==> src/gtc_pkg.sv <==
/*
 * constants, field layout and types of the gated 16-bit counter.
 * assumes an axi4-lite register slave on a single 40 mhz clock.
 */
//==========================================================================
package gtc_pkg;
    //======================================================================
    // register byte offsets
    localparam int ADDR_W = 5;
    localparam logic [4:0] ADDR_CTRL = 5'h00;
    localparam logic [4:0] ADDR_GATE = 5'h04;
    localparam logic [4:0] ADDR_CLO = 5'h08;
    localparam logic [4:0] ADDR_CHI = 5'h0c;
    localparam logic [4:0] ADDR_STAT = 5'h10;
    localparam logic [4:0] ADDR_CLR = 5'h14;
    localparam logic [4:0] ADDR_IEN = 5'h18;
    //======================================================================
    // field positions and reset values
    localparam int CTRL_ON = 0;
    localparam int CTRL_SRC = 1;
    localparam int CTRL_ASYNC = 3;
    localparam int CTRL_PRE = 4;
    localparam logic [7:0] CTRL_MASK = 8'h3f;
    localparam logic [7:0] CTRL_RST = 8'h00;
    localparam int GATE_EN = 0;
    localparam int GATE_POL = 1;
    localparam int GATE_SRC = 2;
    localparam logic [7:0] GATE_MASK = 8'h0f;
    localparam logic [7:0] GATE_RST = 8'h02;
    localparam int STAT_OVF = 0;
    //======================================================================
    // synchroniser lanes
    localparam int IN_EXT = 0;
    localparam int IN_LFO = 1;
    localparam int IN_GATE = 2;
    localparam int IN_CMP1 = 3;
    localparam int IN_CMP2 = 4;
    //======================================================================
    // timing and bus answers
    localparam logic [1:0] PHASE_LAST = 2'h3;
    localparam logic [1:0] RESP_OKAY = 2'h0;
    localparam logic [1:0] RESP_SLVERR = 2'h2;
    typedef enum logic [1:0] {
        GTC_SRC_INSTR = 2'h0,
        GTC_SRC_SYS = 2'h1,
        GTC_SRC_EXT = 2'h2,
        GTC_SRC_LFO = 2'h3
    } gtc_src_t;
    // rising edge of a synchronised level
    function automatic logic gtc_rise(input logic prev, input logic cur);
        return cur & ~prev;
    endfunction : gtc_rise
endpackage : gtc_pkg

==> src/gtc_cnt_if.sv <==
/*
 * bundle between the counter control logic and the count register.
 * assumes both ends run on aclk.
 */
`timescale 1ns/1ps
interface gtc_cnt_if;
    logic inc;
    logic load_lo;
    logic load_hi;
    logic [7:0] wdata;
    logic [15:0] count;
    logic wrap;
    modport ctl (output inc, output load_lo, output load_hi,
        output wdata, input count, input wrap);
    modport core (input inc, input load_lo, input load_hi,
        input wdata, output count, output wrap);
endinterface : gtc_cnt_if

==> src/gtc_timer.sv <==
/*
 * gated 16-bit timer/event counter with axi4-lite registers and one
 * level interrupt on overflow.
 * assumes every pin input is asynchronous to aclk and slow compared
 * with it; a single aclk domain, synchronous active-low reset.
 */
`timescale 1ns/1ps
module gtc_timer (
    // clock and reset
    input wire logic aclk,
    input wire logic aresetn,
    // axi4-lite write address
    input wire logic [gtc_pkg::ADDR_W-1:0] s_axi_awaddr,
    input wire logic s_axi_awvalid,
    output logic s_axi_awready,
    // axi4-lite write data
    input wire logic [31:0] s_axi_wdata,
    input wire logic [3:0] s_axi_wstrb,
    input wire logic s_axi_wvalid,
    output logic s_axi_wready,
    // axi4-lite write response
    output logic [1:0] s_axi_bresp,
    output logic s_axi_bvalid,
    input wire logic s_axi_bready,
    // axi4-lite read address
    input wire logic [gtc_pkg::ADDR_W-1:0] s_axi_araddr,
    input wire logic s_axi_arvalid,
    output logic s_axi_arready,
    // axi4-lite read data
    output logic [31:0] s_axi_rdata,
    output logic [1:0] s_axi_rresp,
    output logic s_axi_rvalid,
    input wire logic s_axi_rready,
    // count and gate sources
    input wire logic ext_count_clock_pin,
    input wire logic low_freq_internal_osc,
    input wire logic gate_input_pin,
    input wire logic comparator_one,
    input wire logic comparator_two,
    // interrupt
    output logic irq
);
    typedef struct packed {
        logic [4:0] meta;
        logic [4:0] sync;
        logic [4:0] prev;
        logic [1:0] phase;
        logic [2:0] pre;
        logic armed;
        logic pend;
        logic [7:0] ctrl;
        logic [7:0] gate;
        logic ovf_stat;
        logic ovf_en;
        logic aw_full;
        logic w_full;
        logic [gtc_pkg::ADDR_W-1:0] aw_addr;
        logic [7:0] w_byte;
        logic w_lane0;
        logic awready;
        logic wready;
        logic bvalid;
        logic [1:0] bresp;
        logic arready;
        logic rvalid;
        logic [1:0] rresp;
        logic [31:0] rdata;
        logic irq;
    } gtc_main_state_t;
    gtc_main_state_t s;
    gtc_main_state_t next_s;
    gtc_cnt_if cif ();
    gtc_pkg::gtc_src_t src;
    logic on;
    logic tick;
    logic gate_lvl;
    logic gate_open;
    logic run;
    logic ext_rise;
    logic ext_hit;
    logic src_evt;
    logic [2:0] pre_mask;
    logic do_wr;
    logic wr_cnt;
    logic clr_ovf;
    //======================================================================
    // count register
    gtc_count_core u_core (
        .aclk(aclk),
        .aresetn(aresetn),
        .cif(cif)
    );
    //======================================================================
    // decode of control bits and gate
    always_comb begin
        on = s.ctrl[gtc_pkg::CTRL_ON];
        src = gtc_pkg::gtc_src_t'(s.ctrl[gtc_pkg::CTRL_SRC +: 2]);
        tick = s.phase == gtc_pkg::PHASE_LAST;
        case (s.gate[gtc_pkg::GATE_SRC +: 2])
            2'h1: gate_lvl = s.sync[gtc_pkg::IN_CMP1];
            2'h2: gate_lvl = s.sync[gtc_pkg::IN_CMP2];
            default: gate_lvl = s.sync[gtc_pkg::IN_GATE];
        endcase
        gate_open = gate_lvl == s.gate[gtc_pkg::GATE_POL];
        run = on && (!s.gate[gtc_pkg::GATE_EN] || gate_open);
        ext_rise = gtc_pkg::gtc_rise(s.prev[gtc_pkg::IN_EXT],
            s.sync[gtc_pkg::IN_EXT]);
        ext_hit = ext_rise && s.armed;
        case (src)
            gtc_pkg::GTC_SRC_INSTR: src_evt = tick;
            gtc_pkg::GTC_SRC_SYS: src_evt = 1'b1;
            gtc_pkg::GTC_SRC_LFO: src_evt = gtc_pkg::gtc_rise(
                s.prev[gtc_pkg::IN_LFO], s.sync[gtc_pkg::IN_LFO]);
            gtc_pkg::GTC_SRC_EXT: begin
                if (s.ctrl[gtc_pkg::CTRL_ASYNC]) src_evt = ext_hit;
                else src_evt = tick && (s.pend || ext_hit);
            end
            default: src_evt = 1'b0;
        endcase
        case (s.ctrl[gtc_pkg::CTRL_PRE +: 2])
            2'h0: pre_mask = 3'h0;
            2'h1: pre_mask = 3'h1;
            2'h2: pre_mask = 3'h3;
            default: pre_mask = 3'h7;
        endcase
    end
    //======================================================================
    // bus write decode, done once both address and data are held
    always_comb begin
        do_wr = s.aw_full && s.w_full && !s.bvalid;
        wr_cnt = do_wr && s.w_lane0 && (s.aw_addr == gtc_pkg::ADDR_CLO
            || s.aw_addr == gtc_pkg::ADDR_CHI);
        clr_ovf = do_wr && s.w_lane0 && s.aw_addr == gtc_pkg::ADDR_CLR
            && s.w_byte[gtc_pkg::STAT_OVF];
        cif.load_lo = wr_cnt && s.aw_addr == gtc_pkg::ADDR_CLO;
        cif.load_hi = wr_cnt && s.aw_addr == gtc_pkg::ADDR_CHI;
        cif.wdata = s.w_byte;
        cif.inc = run && src_evt && ((s.pre & pre_mask) == pre_mask)
            && !wr_cnt;
    end
    //======================================================================
    // next state
    always_comb begin
        next_s = s;
        // two-stage synchronisers, then the edge history
        next_s.meta = {comparator_two, comparator_one, gate_input_pin,
            low_freq_internal_osc, ext_count_clock_pin};
        next_s.sync = s.meta;
        next_s.prev = s.sync;
        next_s.phase = s.phase + 2'h1;
        // prescaler steps on each gated source event
        if (!on || wr_cnt) next_s.pre = 3'h0;
        else if (run && src_evt) begin
            if ((s.pre & pre_mask) == pre_mask) next_s.pre = 3'h0;
            else next_s.pre = s.pre + 3'h1;
        end
        // a falling edge arms the external input again
        if (!on || wr_cnt) next_s.armed = 1'b0;
        else if (gtc_pkg::gtc_rise(s.sync[gtc_pkg::IN_EXT],
            s.prev[gtc_pkg::IN_EXT])) next_s.armed = 1'b1;
        next_s.pend = on && !wr_cnt && !s.ctrl[gtc_pkg::CTRL_ASYNC]
            && src == gtc_pkg::GTC_SRC_EXT && !tick
            && (s.pend || ext_hit);
        // overflow flag, set wins over clear
        next_s.ovf_stat = (s.ovf_stat && !clr_ovf) || cif.wrap;
        // write address and data channels, taken in either order
        if (s_axi_awvalid && s.awready) begin
            next_s.aw_full = 1'b1;
            next_s.aw_addr = s_axi_awaddr;
        end
        if (s_axi_wvalid && s.wready) begin
            next_s.w_full = 1'b1;
            next_s.w_byte = s_axi_wdata[7:0];
            next_s.w_lane0 = s_axi_wstrb[0];
        end
        if (s.bvalid && s_axi_bready) next_s.bvalid = 1'b0;
        if (do_wr) begin
            next_s.aw_full = 1'b0;
            next_s.w_full = 1'b0;
            next_s.bvalid = 1'b1;
            next_s.bresp = gtc_pkg::RESP_OKAY;
            case (s.aw_addr)
                gtc_pkg::ADDR_CTRL: begin
                    if (s.w_lane0)
                        next_s.ctrl = s.w_byte & gtc_pkg::CTRL_MASK;
                end
                gtc_pkg::ADDR_GATE: begin
                    if (s.w_lane0)
                        next_s.gate = s.w_byte & gtc_pkg::GATE_MASK;
                end
                gtc_pkg::ADDR_IEN: begin
                    if (s.w_lane0)
                        next_s.ovf_en = s.w_byte[gtc_pkg::STAT_OVF];
                end
                gtc_pkg::ADDR_CLO, gtc_pkg::ADDR_CHI, gtc_pkg::ADDR_STAT,
                gtc_pkg::ADDR_CLR: next_s.bresp = gtc_pkg::RESP_OKAY;
                default: next_s.bresp = gtc_pkg::RESP_SLVERR;
            endcase
        end
        next_s.awready = !next_s.aw_full && !next_s.bvalid;
        next_s.wready = !next_s.w_full && !next_s.bvalid;
        // read channel, one answer per address
        if (s.rvalid && s_axi_rready) next_s.rvalid = 1'b0;
        if (s_axi_arvalid && s.arready) begin
            next_s.rvalid = 1'b1;
            next_s.rresp = gtc_pkg::RESP_OKAY;
            next_s.rdata = 32'h0;
            case (s_axi_araddr)
                gtc_pkg::ADDR_CTRL: next_s.rdata[7:0] = s.ctrl;
                gtc_pkg::ADDR_GATE: next_s.rdata[7:0] = s.gate;
                gtc_pkg::ADDR_CLO: next_s.rdata[7:0] = cif.count[7:0];
                gtc_pkg::ADDR_CHI: next_s.rdata[7:0] = cif.count[15:8];
                gtc_pkg::ADDR_STAT:
                    next_s.rdata[gtc_pkg::STAT_OVF] = s.ovf_stat;
                gtc_pkg::ADDR_IEN:
                    next_s.rdata[gtc_pkg::STAT_OVF] = s.ovf_en;
                gtc_pkg::ADDR_CLR: next_s.rresp = gtc_pkg::RESP_OKAY;
                default: next_s.rresp = gtc_pkg::RESP_SLVERR;
            endcase
        end
        next_s.arready = !next_s.rvalid;
        next_s.irq = next_s.ovf_stat && next_s.ovf_en;
    end
    //======================================================================
    // state register
    always_ff @(posedge aclk) begin
        if (!aresetn) begin
            s <= '0;
            s.ctrl <= gtc_pkg::CTRL_RST;
            s.gate <= gtc_pkg::GATE_RST;
        end else begin
            s <= next_s;
        end
    end
    //======================================================================
    // outputs
    assign s_axi_awready = s.awready;
    assign s_axi_wready = s.wready;
    assign s_axi_bvalid = s.bvalid;
    assign s_axi_bresp = s.bresp;
    assign s_axi_arready = s.arready;
    assign s_axi_rvalid = s.rvalid;
    assign s_axi_rresp = s.rresp;
    assign s_axi_rdata = s.rdata;
    assign irq = s.irq;
    //======================================================================
    // checks
    off_holds_a: assert property (
        @(posedge aclk) disable iff (!aresetn)
        !on && !cif.load_lo && !cif.load_hi |=> $stable(cif.count))
        else $error("count moved while counter off");
    sys_rate_a: assert property (
        @(posedge aclk) disable iff (!aresetn)
        on && !s.gate[gtc_pkg::GATE_EN] && src == gtc_pkg::GTC_SRC_SYS
        && s.ctrl[gtc_pkg::CTRL_PRE +: 2] == 2'h0 && !wr_cnt
        |=> cif.count == 16'($past(cif.count) + 16'h1))
        else $error("system clock source missed an increment");
    instr_rate_a: assert property (
        @(posedge aclk) disable iff (!aresetn)
        run && src == gtc_pkg::GTC_SRC_INSTR && !wr_cnt
        && s.ctrl[gtc_pkg::CTRL_PRE +: 2] == 2'h0 |-> cif.inc == tick)
        else $error("instruction source not once per cycle");
    ext_edge_a: assert property (
        @(posedge aclk) disable iff (!aresetn)
        cif.inc && src == gtc_pkg::GTC_SRC_EXT && s.ctrl[gtc_pkg::CTRL_ASYNC]
        |-> s.armed && ext_rise)
        else $error("external count without armed rising edge");
    gate_shut_a: assert property (
        @(posedge aclk) disable iff (!aresetn)
        s.gate[gtc_pkg::GATE_EN] && !gate_open |-> !cif.inc)
        else $error("count advanced while gate closed");
    rearm_a: assert property (
        @(posedge aclk) disable iff (!aresetn)
        wr_cnt || !on |=> !s.armed ##1 (!s.armed || !cif.inc))
        else $error("external input not disarmed");
    sync_tick_a: assert property (
        @(posedge aclk) disable iff (!aresetn)
        cif.inc && src == gtc_pkg::GTC_SRC_EXT
        && !s.ctrl[gtc_pkg::CTRL_ASYNC] |-> tick)
        else $error("synchronised external count off cycle");
    ovf_irq_a: assert property (
        @(posedge aclk) disable iff (!aresetn)
        cif.wrap && s.ovf_en |=> irq && s.ovf_stat)
        else $error("overflow did not raise interrupt");
    // set beats clear, so the clear check leaves out a wrap in that cycle
    ovf_clear_a: assert property (
        @(posedge aclk) disable iff (!aresetn)
        clr_ovf && !cif.wrap |=> !s.ovf_stat)
        else $error("overflow flag not cleared");
    ovf_sticky_a: assert property (
        @(posedge aclk) disable iff (!aresetn)
        s.ovf_stat && !clr_ovf |=> s.ovf_stat)
        else $error("overflow flag dropped without a clear");
    irq_level_a: assert property (
        @(posedge aclk) disable iff (!aresetn)
        irq == (s.ovf_stat && s.ovf_en))
        else $error("interrupt level disagrees with flag and enable");
    slow_edge_a: assert property (
        @(posedge aclk) disable iff (!aresetn)
        cif.inc && src == gtc_pkg::GTC_SRC_LFO
        |-> s.sync[gtc_pkg::IN_LFO] && !s.prev[gtc_pkg::IN_LFO])
        else $error("slow oscillator count without a rising edge");
    ext_count_c: cover property (@(posedge aclk) disable iff (!aresetn)
        cif.inc && src == gtc_pkg::GTC_SRC_EXT);
    gated_count_c: cover property (@(posedge aclk) disable iff (!aresetn)
        cif.inc && s.gate[gtc_pkg::GATE_EN]);
    irq_c: cover property (@(posedge aclk) disable iff (!aresetn) irq);
endmodule : gtc_timer

==> src/gtc_count_core.sv <==
/*
 * the 16-bit count register with byte loads and wrap pulse.
 * assumes loads and increments come from logic on aclk.
 */
`timescale 1ns/1ps
module gtc_count_core (
    // clock and reset
    input wire logic aclk,
    input wire logic aresetn,
    // control side
    gtc_cnt_if.core cif
);
    typedef struct packed {
        logic [15:0] count;
        logic wrap;
    } gtc_core_state_t;
    gtc_core_state_t s;
    gtc_core_state_t next_s;
    //======================================================================
    // count update: byte writes win over the increment
    always_comb begin
        next_s = s;
        next_s.wrap = 1'b0;
        if (cif.load_lo || cif.load_hi) begin
            if (cif.load_lo) next_s.count[7:0] = cif.wdata;
            if (cif.load_hi) next_s.count[15:8] = cif.wdata;
        end else if (cif.inc) begin
            next_s.count = s.count + 16'h1;
            next_s.wrap = s.count == 16'hffff;
        end
    end
    always_ff @(posedge aclk) begin
        if (!aresetn) s <= '0;
        else s <= next_s;
    end
    assign cif.count = s.count;
    assign cif.wrap = s.wrap;
    //======================================================================
    // checks
    load_low_a: assert property (
        @(posedge aclk) disable iff (!aresetn)
        cif.load_lo && !cif.load_hi |=> s.count[7:0] == $past(cif.wdata)
        && s.count[15:8] == $past(s.count[15:8]))
        else $error("low byte write not applied");
    wrap_zero_a: assert property (
        @(posedge aclk) disable iff (!aresetn)
        cif.inc && !cif.load_lo && !cif.load_hi && s.count == 16'hffff
        |=> s.count == 16'h0 && s.wrap)
        else $error("all-ones increment did not wrap");
    up_only_a: assert property (@(posedge aclk) disable iff (!aresetn)
        !cif.load_lo && !cif.load_hi && !cif.inc |=> $stable(s.count))
        else $error("count moved without increment or write");
    wrap_seen_c: cover property (@(posedge aclk) disable iff (!aresetn)
        s.wrap);
endmodule : gtc_count_core

==> config.mk <==
export PLATFORM = sky130hd
export DESIGN_NAME = gtc_timer
export DESIGN_NICKNAME = d
export VERILOG_FILES = /design/src/gtc_pkg.sv /design/src/gtc_cnt_if.sv /design/src/gtc_timer.sv /design/src/gtc_count_core.sv
export SDC_FILE = /design/constraint.sdc
export NUM_CORES = 1
export LEC_CHECK = 0
export BUFFER_PORTS_ARGS = -buffer_cell sky130_fd_sc_hd__buf_2
export CAP_MARGIN = 5
export CORE_MARGIN = 2
export CORE_UTILIZATION = 38
export CTS_CLUSTER_DIAMETER = 50
export DETAILED_ROUTE_END_ITERATION = 10
export SLEW_MARGIN = 30
export SYNTH_ARGS = -nofsm -noshare
export SYNTH_HDL_FRONTEND = slang
export SYNTH_SLANG_ARGS = --single-unit
==> constraint.sdc <==
create_clock -name aclk -period 5.3 [get_ports aclk]
set_clock_uncertainty 0.2 [all_clocks]
set_input_delay 1.59 -clock aclk [delete_from_list [all_inputs] [get_ports aclk]]
set_output_delay 1.59 -clock aclk [all_outputs]
set_load 0.01 [all_outputs]
# Word level (Yosys, flattened, before mapping)
# Index checks and enable logic that the tools add are counted.
[op_classes] n_addsub=3 eq_ne=25 n_mux=22 bitwise=9 reduce_logical=58
[ops] cell="35-bit two-way mux" n=1
[ops] cell="5-bit == test (second input constant)" n=6
[ops] cell="1-bit logical AND" n=28
[ops] cell="7-bit one-hot mux with 4 select lines" n=1
[ops] cell="5-bit by 4-bit == test with 1-bit output (second input constant)" n=4
[ops] cell="17-bit two-way mux" n=1
[ops] cell="16-bit by 1-bit adder with 16-bit output (second input constant)" n=1
[ops] cell="16-bit == test (second input constant)" n=1
[ops] cell="16-bit two-way mux" n=1
[ops] cell="8-bit two-way mux" n=2
[ops] cell="7-bit OR reduction" n=2
[ops] cell="1-bit zero test" n=11
[ops] cell="2-bit == test (second input constant)" n=5
[ops] cell="5-bit by 3-bit == test with 1-bit output (second input constant)" n=2
[ops] cell="5-bit zero test" n=2
[ops] cell="3-bit two-way mux" n=3
[ops] cell="3-bit one-hot mux with 3 select lines" n=1
[ops] cell="1-bit two-way mux" n=7
[ops] cell="2-bit by 1-bit == test with 1-bit output (second input constant)" n=3
[ops] cell="1-bit logical OR" n=6
[ops] cell="1-bit one-hot mux with 6 select lines" n=1
[ops] cell="3-bit AND reduction" n=2
[ops] cell="1-bit NOT" n=5
[ops] cell="2-bit zero test" n=2
[ops] cell="14 further kinds" n=19
[totals] reg_bits=82 inputBits=58 output_inout_bits=42 word_cells=145

# Depth between registers and ports, before layout
[logic_depth] word_depth=12 ltp_mapped=10 ltp_nobuf=8

# By module
# From an unflattened synthesis, not the netlist that was laid out.
[unflattened] hier_cells=453 hier_area_um2=4075.2
[modules_own_cells] mod="gtc_timer" n_inst=1 cells_per_inst=316 area_each_um2=2979.1 seq_area_each_um2=1261.2
[modules_own_cells] mod="gtc_count_core" n_inst=1 cells_per_inst=137 area_each_um2=1096.1 seq_area_each_um2=340.3

# Least setup slack after synthesis
# OpenSTA, ideal clock, no wires.
[synth_timing] path_type="input port to flip-flop" start="input port s_axi_araddr[2] (netlist name)" end="register s (netlist bit s_axi_rdata[2])" setup_time_ns=0.128 arrival_time_ns=2.664 t_required_ns=4.972 setup_slack_ns=2.308 path_stages=4 path_buffers=1 cell_sequence="buf_1 > mux4_2 > a22oi_1 > nor2_1"
[synth_between] elab_chain_len=2 elab_cells_between_ends=5 classes_between="eq/ne (3); mux (1); reduce/logical (1)"
[synth_rtl] item="start, declared" line="gtc_timer.sv:26" text="input wire logic [gtc_pkg::ADDR_W-1:0] s_axi_araddr,"
[synth_rtl] item="5-bit by 4-bit == test with 1-bit output (tied with other cells)" line="gtc_timer.sv:208" text="case (s_axi_araddr)"
[synth_rtl] item="7-bit one-hot mux with 4 select lines *" line="gtc_timer.sv:208"
[synth_rtl] item="end signal, assigned" line="gtc_timer.sv:232" text="s <= next_s;"
[synth_rtl] item="end, declared" line="gtc_timer.sv:70" text="gtc_main_state_t s;"
# Mark *: on every way between the ends. The rest lies on a longest branch, timed or not.
# A chain may end at the register's enable or synchronous reset.

# Worst setup path in the final report
[layout_timing] start="input port aresetn" end="register u_core.s (netlist bit u_core.cif.count[2])"
[layout_lines] item="start, declared" line="gtc_timer.sv:11" text="input wire logic aresetn,"
[layout_lines] item="end signal, assigned" line="gtc_count_core.sv:34" text="else s <= next_s;"
[layout_lines] item="end, declared" line="gtc_count_core.sv:17" text="gtc_core_state_t s;"
# No word-level cell between the ends.

==> out/metrics.cfg <==
[clock_tree]
clock_path_buffers=2
root_buffer=clkbuf_8
cts-htree-levels=3
cts_buffers=9
clock-sinks=80
cts_tree=done
clkLatencyLatePin_ns=0.36
cts_setup_buffers=0
hold_buffers=0
path_clk_slew_ns=0.08
ctsResizeCount=0

[worst_setup_path]
worstPathMaxFanout=47
crit_path_end_kind=flop
cp_num_buf_inv=3
worst_path_largest_cell_delay_ns=0.47
cp_slowest_cell=buf_2
start_kind=input pin
worst-setup-path-type=input pin to flop
crit_required_ns=5.37
path_cells=buf_2, clkinv_1, buf_4, o221ai_1
crit_arrival_ns=2.99
critPathTopFamily=buffers and inverters

[route]
wl_microns=9243
final_antenna_net_count=0
drt-pass1-iter-count=7
post_drt_wl_per_cell_microns=14.77
vias=3301
drtIter0Drc=235
drc=0
drt-vias-per-instance=5.273

[yosys]
ys.flop_type=dfxtp_1
seq_area_frac_synth=0.4066
synth-async-reset-ratio=0
synth_edf_count=0
synth-seq-cells=80
synth_cell_types=58
avgSynthCellArea_sq_um=8.544
synth_cells=461
yosys_warnings=0
synth_area_sq_um=3939

[worst_hold_path]
min_path_type=flop to flop

[timing]
slew_headroom=0.5312
finalSetupViolCount=0
finalSetupTns_ns=0
final_hold_viol_count=0
min_period_ns=2.921
worst_pin_slew_ns=0.6980
rsz0062_at_grt=false
fmax_mhz=342.3
maxSlewViolCount=0
post-route-period-util=0.5512

[placed_design]
port_buffers=46
dp_hpwl_microns=6490
place_congestion=0.8681

[floorplan]
io_pins=100
fp.dieW_microns=105.8
dieArea_sq_um=11200
die_y_microns=105.8
rows=37
start_util=0.3867
core_sq_um=10180

[power_and_ir_drop]
worst_ir_drop_vdd_mv=0.1198
powerDensity_nw_per_um2=276.4
power_leakage_nw=1.617
p_total_mw=1.181

[finish]
final_cell_mix=dfxtp_1, nand2_1, buf_2
n_antenna_cell=0
fillerInstances=1040
final_common_cell=dfxtp_1
area_delta_synth_final_pct=8.513
nets=548
multi_input_area_sq_um=2011
seq_area_sq_um=1602
drive_gt1_frac=0.1531

[global_routing]
antenna_found_initial=0
grt_pass1_wl_microns=14920
grt_overflow=0
grtUsageTotal=0.1691
grt_max_degree=48
grt_pass1_vias=2895

[flow_run]
cap_viol_max_count=0

[outcome]
status=finished, final reports clean

-- kinds of logic (layout without fill, tap and decap cells) --
kind of cell / count (synthesis) / after routing / share of synthesized area
muxes: 20 / 20 / 0.06099
buffers and inverters: 72 / 76 / 0.1090
xor gates and xnor gates: 2 / 2 / 0.004448
AOI/OAI and AO/OA: 85 / 85 / 0.1487
other: 1 / 26 / 0.0009521
and+or+nand+nor: 196 / 196 / 0.2535
adders and majority gates: 5 / 5 / 0.01588
DFF: 80 / 80 / 0.4066
-- path summary, 6_finish.rpt --
kind	cells after the start	startpoint	to	slack [ns]
min	1	s[81]$_SDFF_PN0_	s[81]$_SDFF_PN0_	0.22
max reg2reg	8	s[62]$_SDFFE_PN0P_	u_core.cif.count[15]$_SDFFE_PN0P_	2.52
min reg2reg	1	s[81]$_SDFF_PN0_	s[81]$_SDFF_PN0_	0.22
max	4	aresetn	u_core.cif.count[2]$_SDFFE_PN0P_	2.38
-- state kept, by name, indices dropped and copies added, names as in the netlist --
name              cells
u_core.cif.wrap       1
on                    1
s_axi_awready         1
s_axi_arready         1
cif.wdata             8
s                    28
u_core.cif.count     16
s_axi_rdata           8
s_axi_wready          1
irq                   1
s_axi_bvalid          1
s_axi_rvalid          1
s_axi_rresp           1
next_s               10
s_axi_bresp           1
-- synth_stat cells (4+ instances only) --
library cell | instances | share of area
dfxtp_1 | 80 | 0.41
o21ai_0 | 6 | 0.0076
and2_1 | 18 | 0.029
ha_1 | 5 | 0.016
a21oi_1 | 32 | 0.041
nor2_1 | 43 | 0.041
and3_1 | 8 | 0.013
nand4_1 | 9 | 0.014
mux2i_1 | 15 | 0.038
inv_1 | 12 | 0.011
buf_4 | 36 | 0.069
clkbuf_1 | 18 | 0.017
a22oi_1 | 8 | 0.015
nand3_1 | 27 | 0.034
or4_1 | 7 | 0.013
nor3_1 | 8 | 0.010
o311ai_0 | 5 | 0.011
nand2_1 | 50 | 0.048
nor2b_1 | 4 | 0.0064
a31oi_1 | 12 | 0.019
-- final cells by class --
class | instances | share of cell area
well taps | 136 | 0.03981
inverters | 13 | 0.01142
flip-flops and latches | 80 | 0.3747
multi-input cells | 334 | 0.4704
clock buffers | 10 | 0.03220
clock inverters | 6 | 0.01581
repair buffers | 47 | 0.05562
-- through the flow --
step	instances	hold slack, ns	area, sq um	worst slack (ns)	util
after floorplan	486	0.1992	4033	2.308	-
after global placement	610	0.2074	4060	2.050	0.3986
after detailed placement	610	0.2175	4069	2.009	0.3995
after CTS	626	0.2282	4274	2.390	0.4197
after global routing	626	0.2447	4274	2.265	0.4197
final	626	0.2241	4274	2.379	0.4197
-- report_power, final --
part	leakage (nW)	internal, mW	total [mW]	switching, mW
Combinational	0.868	0.0309	0.0812	0.0504
Clock	0.0989	0.232	0.462	0.230
Sequential	0.651	0.619	0.638	0.0195
-- worst reg2reg max path, cell delays in order (launching register included) --
cell,delay (ns)
dfxtp_1,0.40
inv_1,0.06
ha_1,0.33
a221oi_4,0.28
nor4b_1,0.16
a31oi_4,0.26
nand3_4,0.27
or4_1,0.58
a31oi_1,0.18
-- layer usage --
layer | vias to the layer above | part of all wire | global-route usage
met5 | - | 0 | 0
met4 | 0 | 0.010 | 0.05451
met3 | 9 | 0.080 | 0.04453
met1 | 1535 | 0.47 | 0.2400
met2 | 126 | 0.44 | 0.2493
li1 | 1631 | - | -
Power figures use the tool's default switching activity.
